===== config.mk =====
export PLATFORM = sky130hd
export DESIGN_NAME = quadlet_link_responder
export DESIGN_NICKNAME = d
export VERILOG_FILES = /design/src/hdl/header_crc.v /design/src/hdl/two_entry_buffer.v /design/src/hdl/quadlet_link_responder.v
export VERILOG_INCLUDE_DIRS = /design/src /design/src/include
export SDC_FILE = /design/constraint.sdc
export NUM_CORES = 1
export LEC_CHECK = 0
export ABC_AREA = 1
export BUFFER_PORTS_ARGS = -buffer_cell sky130_fd_sc_hd__buf_2
export CAP_MARGIN = 20
export CORE_ASPECT_RATIO = 0.9
export CORE_MARGIN = 3
export CORE_UTILIZATION = 40
export DETAILED_ROUTE_END_ITERATION = 6
export PLACE_DENSITY = 0.67
export SYNTH_ARGS = -nofsm -noshare
export SYNTH_HDL_FRONTEND = slang
export SYNTH_SLANG_ARGS = --single-unit

===== constraint.sdc =====
create_clock -name mclk -period 4.9 [get_ports mclk]
set_input_delay 0 -clock mclk [delete_from_list [all_inputs] [get_ports mclk]]
set_output_delay 0 -clock mclk [all_outputs]
set_load 0.005 [all_outputs]

===== src/include/link_responder_defines.vh =====
`ifndef LINK_RESPONDER_DEFINES_VH
`define LINK_RESPONDER_DEFINES_VH

// transaction codes
`define TCODE_WRITE_QUADLET 4'h0
`define TCODE_READ_QUADLET  4'h4
`define TCODE_READ_RESPONSE 4'h6

// acknowledge codes
`define ACK_COMPLETE   4'h1
`define ACK_PENDING    4'h2
`define ACK_TYPE_ERROR 4'hE

// response codes
`define RCODE_COMPLETE   4'h0
`define RCODE_TYPE_ERROR 4'h6

// retry field of every generated response
`define RETRY_X 2'h1

// identifiers
`define PHY_ID_BROADCAST 6'h3F
`define BUS_ID_LOCAL     10'h3FF

// max_rec field: one quadlet of payload
`define MAX_REC 4'h1

// packet lengths in quadlets, header crc included
`define LEN_WRITE_QUADLET 3'h5
`define LEN_READ_QUADLET  3'h4
`define CRC_POS_READ      3'h3
`define CRC_POS_OTHER     3'h4
`define RESPONSE_LAST     3'h4

// header field positions in the first quadlet
`define HDR_BUS_MSB   31
`define HDR_BUS_LSB   22
`define HDR_PHY_MSB   21
`define HDR_PHY_LSB   16
`define HDR_TL_MSB    15
`define HDR_TL_LSB    10
`define HDR_TCODE_MSB 7
`define HDR_TCODE_LSB 4

// address map, all in the node register space
`define OFFSET_HIGH    16'hFFFF
`define ADDR_CONTROL   32'hF000_0800
`define ADDR_ROM_BASE  32'hF000_0400
`define ROM_INDEX_MASK 32'hFFFF_FFF3

// header crc
`define CRC_POLY 32'h04C1_1DB7
`define CRC_INIT 32'hFFFF_FFFF

// reset value of the writable control register
`define CONTROL_RESET 32'h0000_0000

`endif


===== src/hdl/header_crc.v =====
`timescale 1ns/1ps
`default_nettype none
`include "link_responder_defines.vh"

module header_crc (
  input  wire        mclk,
  input  wire        reset_n,
  input  wire        clear,
  input  wire        enable,
  input  wire [31:0] data,
  output reg  [31:0] crc
);

  reg [31:0] next_crc;
  integer    i;

  // one quadlet per cycle, most significant bit first
  always @* begin
    next_crc = crc;
    for (i = 31; i >= 0; i = i - 1) begin
      if (next_crc[31] ^ data[i])
        next_crc = {next_crc[30:0], 1'b0} ^ `CRC_POLY;
      else
        next_crc = {next_crc[30:0], 1'b0};
    end
  end

  always @(posedge mclk or negedge reset_n) begin
    if (!reset_n) begin
      crc <= `CRC_INIT;
    end else if (clear) begin
      crc <= `CRC_INIT;
    end else if (enable) begin
      crc <= next_crc;
    end
  end

endmodule

`default_nettype wire


===== src/hdl/two_entry_buffer.v =====
`timescale 1ns/1ps
`default_nettype none

module two_entry_buffer #(
  parameter WIDTH = 33
) (
  input  wire             mclk,
  input  wire             reset_n,
  input  wire             in_valid,
  output reg              in_ready,
  input  wire [WIDTH-1:0] in_data,
  output reg              out_valid,
  input  wire             out_ready,
  output reg  [WIDTH-1:0] out_data
);

  reg [WIDTH-1:0] spare;
  reg             spare_full;

  wire take = in_valid && in_ready;
  wire give = out_valid && out_ready;

  // second slot catches a word while the receiver stalls, so ready can stay registered
  always @(posedge mclk or negedge reset_n) begin
    if (!reset_n) begin
      out_valid  <= 1'b0;
      out_data   <= {WIDTH{1'b0}};
      spare      <= {WIDTH{1'b0}};
      spare_full <= 1'b0;
      in_ready   <= 1'b1;
    end else begin
      if (give || !out_valid) begin
        if (spare_full) begin
          out_data   <= spare;
          out_valid  <= 1'b1;
          spare_full <= take;
          if (take)
            spare <= in_data;
        end else begin
          out_data  <= in_data;
          out_valid <= take;
        end
        in_ready <= 1'b1;
      end else if (take) begin
        spare      <= in_data;
        spare_full <= 1'b1;
        in_ready   <= 1'b0;
      end
    end
  end

endmodule

`default_nettype wire


===== src/hdl/quadlet_link_responder.v =====
// What this block does
// - asynchronous transactions only, isochronous ignored
// - no split-transaction timeout register or logic
// - reads concatenated response, writes answered by ack
// - two request kinds in, one packet out
// - bad header crc: drop silently, no effects
// - only the header crc is checked
// - max_rec fixed at one quadlet
// - tcode 0 quadlet write, 4 quadlet read
// - block transactions not recognised
// - bus broadcast write accepted on own bus
// - local-bus broadcast write accepted
// - broadcast writes never acknowledged
// - other tcodes to us get type error
// - configuration rom in general format
// - only packet sent: read response tcode 6
// - ack 1 write, 2 read, E otherwise
// - response code 0 complete, 6 type error
// - never retry, rt is retry_X
`timescale 1ns/1ps
`default_nettype none
`include "link_responder_defines.vh"

module quadlet_link_responder #(
  parameter [31:0] ROM_HEADER  = 32'h0404_0000,
  parameter [31:0] ROM_NAME    = 32'h3133_3934, // arbitrary value
  parameter [31:0] ROM_VENDOR  = 32'h0012_3400, // arbitrary value
  parameter [31:0] ROM_ROOTDIR = 32'h0000_0000
) (
  input  wire        mclk,
  input  wire        reset_n,
  input  wire [15:0] node_id,
  input  wire        rx_valid,
  input  wire        rx_last,
  input  wire [31:0] rx_data,
  input  wire        tx_ready,
  output wire        tx_valid,
  output wire [31:0] tx_data,
  output wire        tx_last,
  output reg         ack_valid,
  output reg  [7:0]  ack_data,
  output reg  [31:0] user_control
);

  localparam [1:0] S_RX     = 2'b00;
  localparam [1:0] S_DECIDE = 2'b01;
  localparam [1:0] S_RESP   = 2'b10;

  // every phy input pin passes two flops; word strobe and data stay in step
  reg  [34:0] sync_first;
  reg  [34:0] sync_second;
  wire        in_valid = sync_second[34];
  wire        in_last  = sync_second[33];
  wire [31:0] in_data  = sync_second[32:1];
  wire        out_ready_pin = sync_second[0];

  always @(posedge mclk or negedge reset_n) begin
    if (!reset_n) begin
      sync_first  <= {35{1'b0}};
      sync_second <= {35{1'b0}};
    end else begin
      sync_first  <= {rx_valid, rx_last, rx_data, tx_ready};
      sync_second <= sync_first;
    end
  end

  reg [1:0]  state;
  reg [2:0]  word_cnt;
  reg [31:0] hdr0;
  reg [31:0] hdr1;
  reg [31:0] off_lo;
  reg [31:0] quad3;
  reg        crc_ok;
  reg [2:0]  rsp_cnt;
  reg [31:0] read_data;
  reg [3:0]  rcode;
  wire       buf_in_ready;

  wire [3:0] tcode  = hdr0[`HDR_TCODE_MSB:`HDR_TCODE_LSB];
  wire [9:0] dst_bus = hdr0[`HDR_BUS_MSB:`HDR_BUS_LSB];
  wire [5:0] dst_phy = hdr0[`HDR_PHY_MSB:`HDR_PHY_LSB];

  // only the header crc position matters; data crc is never examined
  wire [2:0] crc_pos = (tcode == `TCODE_READ_QUADLET) ? `CRC_POS_READ : `CRC_POS_OTHER;
  wire       rx_word = in_valid && (state == S_RX);

  wire [31:0] rx_crc;
  header_crc rx_checker (
    .mclk    (mclk),
    .reset_n (reset_n),
    .clear   (state != S_RX),
    .enable  (rx_word && (word_cnt == 3'h0 || word_cnt < crc_pos)),
    .data    (in_data),
    .crc     (rx_crc)
  );

  always @(posedge mclk or negedge reset_n) begin
    if (!reset_n) begin
      word_cnt <= 3'h0;
      hdr0     <= 32'h0000_0000;
      hdr1     <= 32'h0000_0000;
      off_lo   <= 32'h0000_0000;
      quad3    <= 32'h0000_0000;
      crc_ok   <= 1'b0;
    end else if (state != S_RX) begin
      word_cnt <= 3'h0;
      crc_ok   <= 1'b0;
    end else if (rx_word) begin
      case (word_cnt)
        3'h0: hdr0 <= in_data;
        3'h1: hdr1 <= in_data;
        3'h2: off_lo <= in_data;
        3'h3: quad3 <= in_data;
        default: ;
      endcase
      if (word_cnt != 3'h0 && word_cnt == crc_pos)
        crc_ok <= (in_data == ~rx_crc);
      if (word_cnt != 3'h7)
        word_cnt <= word_cnt + 3'h1;
    end
  end

  // word count as it stands after the final word of the packet
  reg [2:0] pkt_len;
  always @(posedge mclk or negedge reset_n) begin
    if (!reset_n)
      pkt_len <= 3'h0;
    else if (rx_word && in_last)
      pkt_len <= (word_cnt == 3'h7) ? 3'h7 : word_cnt + 3'h1;
  end

  // address decode: control word, four-quadlet rom
  wire addr_high_ok = (hdr1[15:0] == `OFFSET_HIGH);
  wire is_control   = addr_high_ok && (off_lo == `ADDR_CONTROL);
  wire is_rom       = addr_high_ok && ((off_lo & `ROM_INDEX_MASK) == `ADDR_ROM_BASE);
  wire [1:0] rom_index = off_lo[3:2];

  reg [31:0] rom_word;
  always @* begin
    case (rom_index)
      2'h0: rom_word = ROM_HEADER;
      2'h1: rom_word = ROM_NAME;
      2'h2: rom_word = {16'h0000, `MAX_REC, 12'h000};
      default: rom_word = ROM_VENDOR ^ ROM_ROOTDIR;
    endcase
  end

  // decision on a complete packet
  wire is_bcast   = (dst_phy == `PHY_ID_BROADCAST);
  wire bcast_ours = (dst_bus == `BUS_ID_LOCAL) || (dst_bus == node_id[15:6]);
  wire to_us      = !is_bcast && (hdr0[31:16] == node_id);
  wire is_write   = (tcode == `TCODE_WRITE_QUADLET) && (pkt_len == `LEN_WRITE_QUADLET);
  wire is_read    = (tcode == `TCODE_READ_QUADLET) && (pkt_len == `LEN_READ_QUADLET);

  reg       do_write;
  reg       do_ack;
  reg [3:0] ack_code;
  reg       do_read;

  always @* begin
    do_write = 1'b0;
    do_ack   = 1'b0;
    ack_code = `ACK_TYPE_ERROR;
    do_read  = 1'b0;
    if (crc_ok) begin
      if (is_bcast) begin
        do_write = bcast_ours && is_write && is_control;
      end else if (to_us) begin
        do_ack = 1'b1;
        if (is_write && is_control) begin
          do_write = 1'b1;
          ack_code = `ACK_COMPLETE;
        end else if (is_read) begin
          do_read  = 1'b1;
          ack_code = `ACK_PENDING;
        end else begin
          ack_code = `ACK_TYPE_ERROR;
        end
      end
    end
  end

  // control state machine; isochronous and split handling do not exist here
  always @(posedge mclk or negedge reset_n) begin
    if (!reset_n) begin
      state <= S_RX;
    end else begin
      case (state)
        S_RX:
          if (rx_word && in_last)
            state <= S_DECIDE;
        S_DECIDE:
          state <= do_read ? S_RESP : S_RX;
        S_RESP:
          if (buf_in_ready && rsp_cnt == `RESPONSE_LAST)
            state <= S_RX;
        default:
          state <= S_RX;
      endcase
    end
  end

  always @(posedge mclk or negedge reset_n) begin
    if (!reset_n) begin
      ack_valid    <= 1'b0;
      ack_data     <= 8'h00;
      user_control <= `CONTROL_RESET;
      read_data    <= 32'h0000_0000;
      rcode        <= `RCODE_COMPLETE;
    end else begin
      ack_valid <= (state == S_DECIDE) && do_ack;
      if (state == S_DECIDE && do_ack)
        ack_data <= {ack_code, ~ack_code};
      if (state == S_DECIDE && do_write)
        user_control <= quad3;
      if (state == S_DECIDE && do_read) begin
        read_data <= is_control ? user_control : (is_rom ? rom_word : 32'h0000_0000);
        rcode     <= (is_control || is_rom) ? `RCODE_COMPLETE : `RCODE_TYPE_ERROR;
      end
    end
  end

  // response: five quadlets, crc last, through the buffer
  wire        push = (state == S_RESP) && buf_in_ready;
  wire [31:0] tx_crc;
  reg  [31:0] rsp_word;

  always @* begin
    case (rsp_cnt)
      3'h0: rsp_word = {hdr1[31:16], hdr0[`HDR_TL_MSB:`HDR_TL_LSB], `RETRY_X, `TCODE_READ_RESPONSE, 4'h0};
      3'h1: rsp_word = {node_id, rcode, 12'h000};
      3'h2: rsp_word = 32'h0000_0000;
      3'h3: rsp_word = read_data;
      default: rsp_word = ~tx_crc;
    endcase
  end

  header_crc tx_generator (
    .mclk    (mclk),
    .reset_n (reset_n),
    .clear   (state != S_RESP),
    .enable  (push && rsp_cnt != `RESPONSE_LAST),
    .data    (rsp_word),
    .crc     (tx_crc)
  );

  // the response is queued exactly once; nothing re-sends it
  always @(posedge mclk or negedge reset_n) begin
    if (!reset_n)
      rsp_cnt <= 3'h0;
    else if (state != S_RESP)
      rsp_cnt <= 3'h0;
    else if (push)
      rsp_cnt <= rsp_cnt + 3'h1;
  end

  two_entry_buffer #(
    .WIDTH (33)
  ) tx_buffer (
    .mclk      (mclk),
    .reset_n   (reset_n),
    .in_valid  (state == S_RESP),
    .in_ready  (buf_in_ready),
    .in_data   ({rsp_cnt == `RESPONSE_LAST, rsp_word}),
    .out_valid (tx_valid),
    .out_ready (out_ready_pin),
    .out_data  ({tx_last, tx_data})
  );

endmodule

`default_nettype wire


; ---- Word-level counts from Yosys, hierarchy flattened
; Cells that the tools add are included.
[word_totals]
register_bits = 420
elab_cells = 348
input_bits = 53
out_inout_bits = 75
[op_classes]
n_addsub = 2
magnitude_cmp = 1
n_bitwise = 132
eq_ne = 30
mux = 114
n_reduce_logical = 46
[ops]
columns = op, n
row1 = $mux W27, 64
row2 = $not A14 Y14, 64
row3 = $mux W32, 6
row4 = $mux W33, 4
row5 = $pmux W32 S4, 1
row6 = $pmux W30 S3, 1
row7 = $not A32 Y32, 2
row8 = $xor A1 B1 Y1, 64
row9 = $eq A32 B32 Y1, 1
row10 = $eq A32 B32 Y1 const B, 1
row11 = $eq A30 B30 Y1 const B, 1
row12 = $mux W3, 8
row13 = $mux W1, 21
row14 = $mux W4, 5
row15 = $logic_and A1 B1 Y1, 19
row16 = $eq A16 B16 Y1, 1
row17 = $eq A16 B16 Y1 const B, 1
row18 = $reduce_bool A2 Y1, 8
row19 = $eq A3 B2 Y1 const B, 4
row20 = $eq A3 B3 Y1 const B, 4
row21 = $reduce_and A3 Y1, 4
row22 = $eq A10 B10 Y1, 1
row23 = $eq A10 B10 Y1 const B, 1
row24 = $add A3 B1 Y3 const B, 2
row25 = 21 further kinds, 37

; ---- Depth between registers and ports, before layout
[depth]
depth_word = 68
depth_mapped = 37
mapped_depth_nobuf = 35

; ---- By module
; From an unflattened synthesis, not the netlist that was laid out.
[hier_totals]
cells_unflattened = 3866
hier_area_um2 = 27729.1
[modules_own_cells]
columns = mod, cells_per_inst, n_inst, seq_area_each_um2, area_per_inst_um2
row1 = header_crc, 1103, 2, 840.8, 6456.2
row2 = quadlet_link_responder, 1293, 1, 6856.6, 11584.9
row3 = two_entry_buffer, 367, 1, 1727.9, 3231.8

; ---- Worst setup path before layout
; No wires, ideal clock.
[synth_timing]
path_type = register to register
from = register rsp_cnt[2]
to = register tx_generator.crc[22]
path_stages_with_launch = 30
required_ns = 4.810
t_arrival_ns = 3.446
synth_period_minus_slack_ns = 3.536
n_path_buf = 3
setup_ns = 0.090
setup_slack_ns = 1.364
cell_sequence = dfrtp_1 inv_2 buf_4 ha_1 buf_2 buf_2 nand2_1 o21ai_0 a21oi_1 o21ai_1 xnor2_1 inv_1 nand3_1 nand3_2 nand2_4 nand2_1 nand2_1 nand2_2 nand2_4 nand2_2 nand2_2 inv_2 nand2_2 nand2_1 nand2_2 nand2_4 nor2_2 nand3_1 nand3_1 o21ai_0
[synth_via]
elab_chain_cells = 45
word_cells_on_any_way = 89
cone_classes = 4 x eq/ne / 35 x mux / 47 x bitwise / 3 x reduce/logical
[synth_rtl]
columns = item, line_no
row1 = "start, declared", quadlet_link_responder.v:74  ; reg [2:0] rsp_cnt;
row2 = "start signal, assigned", quadlet_link_responder.v:254  ; rsp_cnt <= rsp_cnt + 3'h1;
row3 = $eq A3 B2 Y1 (tied with other cells), quadlet_link_responder.v:229  ; case (rsp_cnt)
row4 = $pmux W32 S4, quadlet_link_responder.v:229
row5 = $xor A1 B1 Y1, header_crc.v:21  ; if (next_crc[31] ^ data[i])
row6 = $mux W27, header_crc.v:21
row7 = $mux W27 / $not A14 Y14 (equally long branches), -
row8 = $mux W27, header_crc.v:21
row9 = $not A14 Y14 (no line) / $mux W27 (equally long branches), -
row10 = $mux W27 / $not A14 Y14 (equally long branches), -
row11 = [... 27 more ...], -
row12 = $mux W27 / $not A14 Y14 (equally long branches), -
row13 = $mux W27 (3 in a row), header_crc.v:21
row14 = $mux W27 / $not A14 Y14 (equally long branches), -
row15 = $mux W27, header_crc.v:21
row16 = $not A14 Y14 (no line) / $xor A1 B1 Y1 (equally long branches), -
row17 = $mux W27, header_crc.v:21
row18 = $mux W32, header_crc.v:33  ; end else if (enable) begin
row19 = $mux W32, header_crc.v:31  ; end else if (clear) begin
row20 = "end signal, assigned", header_crc.v:30  ; crc <= `CRC_INIT;
row21 = "end signal, assigned", header_crc.v:32  ; crc <= `CRC_INIT;
row22 = "end signal, assigned", header_crc.v:34  ; crc <= next_crc;
row23 = "end, declared", header_crc.v:11  ; output reg [31:0] crc
; Several ways; a longest one is shown, not always the timed one. The select of a mux whose other input is x is not followed.
; A chain may end at the register's enable or synchronous reset.

; ---- Worst setup path in the final report
[layout_timing]
from = register rsp_cnt[0]
to = register tx_generator.crc[12]
[layout_via]
elab_chain_cells = 45
word_cells_on_any_way = 103
cone_classes = 4 x eq/ne / 35 x mux / 61 x bitwise / 3 x reduce/logical
[layout_rtl]
columns = item, line_no
row1 = $eq A3 B2 Y1 (tied with other cells), quadlet_link_responder.v:229
row2 = $pmux W32 S4, quadlet_link_responder.v:229
row3 = $xor A1 B1 Y1, header_crc.v:21
row4 = $mux W27, header_crc.v:21
row5 = $not A14 Y14 (no line) / $mux W27 (equally long branches), -
row6 = $mux W27 / $not A14 Y14 (equally long branches), -
row7 = $mux W27, header_crc.v:21
row8 = $not A14 Y14 (no line) / $mux W27 (equally long branches), -
row9 = [... 29 more ...], -
row10 = $mux W27 / $not A14 Y14 (equally long branches), -
row11 = $mux W27, header_crc.v:21
row12 = $not A14 Y14 (no line) / $xor A1 B1 Y1 (equally long branches), -
row13 = $mux W27, header_crc.v:21
row14 = $xor A1 B1 Y1 / $not A14 Y14 (equally long branches), -
row15 = $mux W27, header_crc.v:21
row16 = $mux W32, header_crc.v:33
row17 = $mux W32, header_crc.v:31
; Several ways; a longest one is shown, not always the timed one. The select of a mux whose other input is x is not followed.

==> impl_metrics.ini <==
[global_routing]
grt_pass1_wl_um = 132000
grt_max_degree = 138
grt_pass1_vias = 21200
grt-ovfl-total = 0
gr-usage-all-layers_pct = 25.9
antenna_found_initial = 0

[synthesis]
synth_nets = 3438
syn-cell-area_um2 = 25400
ys.flop_type = dfrtp_1
syn_area_per_cell_um2 = 7.55
synthCells = 3367
yosysUniqueCellTypes = 54
async_reset_ff_share_pct = 100
ys_seq_area_share_pct = 40.4
synth-seq-cells = 407
synth_warnings = 0
synth_enable_flop_cells = 0

[route]
drtIter0Drc = 2366
drtAntennaViolNets = 0
firstDrtPassIters = 5
vias = 23000
drt-total-wl_um = 86900
drc = 0
vias_per_cell = 5.20
wire_per_inst_um = 19.6

[timing]
fin_crit_sh_pct = 93.9
tns_ns = 0
max_freq_ghz = 0.217
layout_min_cycle_time_ns = 4.60
worst_slew_pin_slew_ns = 1.01
clock_skew_ns = 0.0352
rsz0062_at_grt = no
relSlewSlack_pct = 32.9
setup_viol = 0
drv_slew = 0
final_hold_viol_count = 0

[worst_setup_path]
cp-start-kind = flip-flop
crit_type = flip-flop to flip-flop
path_max_fanout = 22
cp_slowest_stage_delay_ns = 0.43
cp_data_required_time_ns = 5.43
worstPathArrival_ns = 5.13
cpMostUsedCell = nand2_1
slowest_stage = dfrtp_1
endpoint_kind = flip-flop
r2r_setup_slack_ns = 0.30

[floorplanning]
start_util_pct = 40.5
rows = 87
io_pins = 128
die-area_um2 = 66700
die_h_um = 245
core_area_um2 = 62800
die_x_um = 272

[finish]
layout_common_cells = nand2_1 (1118), dfrtp_1 (342), inv_1 (317)
finalNonFillerCells = 4426
layout.nets = 3617
n_antenna_cell = 0
finalInstanceArea_um2 = 29100
drive_above_1_share_pct = 16.4
layout_commonest_cell = nand2_1
syn2layout_area_growth_pct = 14.4

[placed_design]
dpl.cell_count = 4304
io_buffer_count = 127
dpl.hpwl_um = 67100
dpl_cell_area_um2 = 27200
place_congestion = 1.03

[clock_network]
cts_tree = done
clock_latency_ns = 0.59
cts_made_buffers = 43
clkSinkCount = 407
clock_path_buffers = 3
cts_root_buffer = clkbuf_16
htree_num_levels = 2
clk_pin_slew_ns = 0.07

[run]
maxCapViolCount = 0

[status]
status = completed

[worst_hold_path]
min_path_type = primary input to flip-flop
## synthesized netlist by cell type, drive strengths merged (27+ instances only)
library cell,number,area [um^2]
a21oi,105,529
clkbuf,64,240
dfrtp,342,8560
dfstp,65,1710
inv,356,1340
mux2,32,360
nand2,1244,5050
nand3,301,1580
nor2,149,592
o21ai,215,1080
o22ai,27,169
xnor2,94,970
xor2,220,2110
## stage by stage
step | hold WS (ns) | worst slack [ns] | utilization, %
after CTS | 0.00346 | 0.187 | 46.2
after detailed placement | 0.109 | 0.222 | 43.3
after floorplan | -0.296 | 1.36 | -
after global placement | 0.108 | 0.188 | 43.3
after global routing | 0.0463 | 0.00653 | 46.3
final | 0.0232 | 0.301 | 46.3
## state kept, by name, indices dropped and copies added (netlist names), 2 cells and up
name / count
quad3: 32
read_data: 32
state: 2
tx_buffer.spare: 33
tx_buffer.out_data: 33
tx_generator.crc: 32
off_lo: 32
user_control: 32
sync_first: 35
word_cnt: 3
rx_checker.crc: 32
rsp_cnt: 3
sync_second: 35
hdr1: 32
pkt_len: 3
ack_data: 4
hdr0: 26
## kinds of logic (layout without fill, tap and decap cells)
group,Yosys count,in the layout,synth area share [%]
adder cells (fa/ha/maj),18,18,0.885
buffers and inverters,445,659,6.82
AND/OR/NAND/NOR,1766,1766,30.2
flip-flops,407,407,40.4
XOR/XNOR,316,316,12.3
AO/OA/AOI/OAI,383,383,8.05
multiplexers,32,32,1.42
## critical path: cells and delay by family, from the launching register on
family        cells  cell delay [ns]
flops             1             0.43
simple gates     29             3.31
fa+ha+maj         2             0.42
buf+inv           3             0.34
## per-layer routing
layer,share of wire (%),vias to the layer above,global-route usage (%)
met5,0,-,0
met4,3.4,0,8.28
met3,7.6,152,3.63
met2,43,914,39.9
met1,46,10900,37.5
li1,-,11000,-
## final timing paths
check                                          from                            endpoint  cells after the start
max                          rsp_cnt[0]$_DFFE_PN0P_    tx_generator.crc[12]$_DFFE_PN1P_                     34
max reg2reg                  rsp_cnt[0]$_DFFE_PN0P_    tx_generator.crc[12]$_DFFE_PN1P_                     34
min                                     node_id[15]     tx_buffer.spare[31]$_DFFE_PN0P_                      5
min reg2reg                sync_first[15]$_DFF_PN0_           sync_second[15]$_DFF_PN0_                      0
max in group asynchronous                   reset_n            read_data[2]$_DFFE_PN0P_                      3
min in group asynchronous                   reset_n  tx_buffer.out_data[32]$_DFFE_PN0N_                      2
## repair_timing
| item | 4_1_cts | 5_1_grt |
|---|---|---|
| buffers inserted | 0 | 0 |
| resized for setup | 0 | 14 |
| hold buffers | 41 | 0 |
| endpoints found under the hold margin | 145 | 0 |
| endpoints found under the setup margin | 0 | 21 |
## area by class of cell
class                           count  area (um^2)
Sequential cell                   407        10300
Inverter                          360         1350
Clock buffer                       63         1220
Clock inverter                     17          195
Timing Repair Buffer              219         1510
Tap cell                          845         1060
Multi-Input combinational cell   2515        13500
Fill cell                        6236        33700
Power is not shown: default switching activity piles up to over one toggle a cycle in this logic, so the estimate is an artifact.
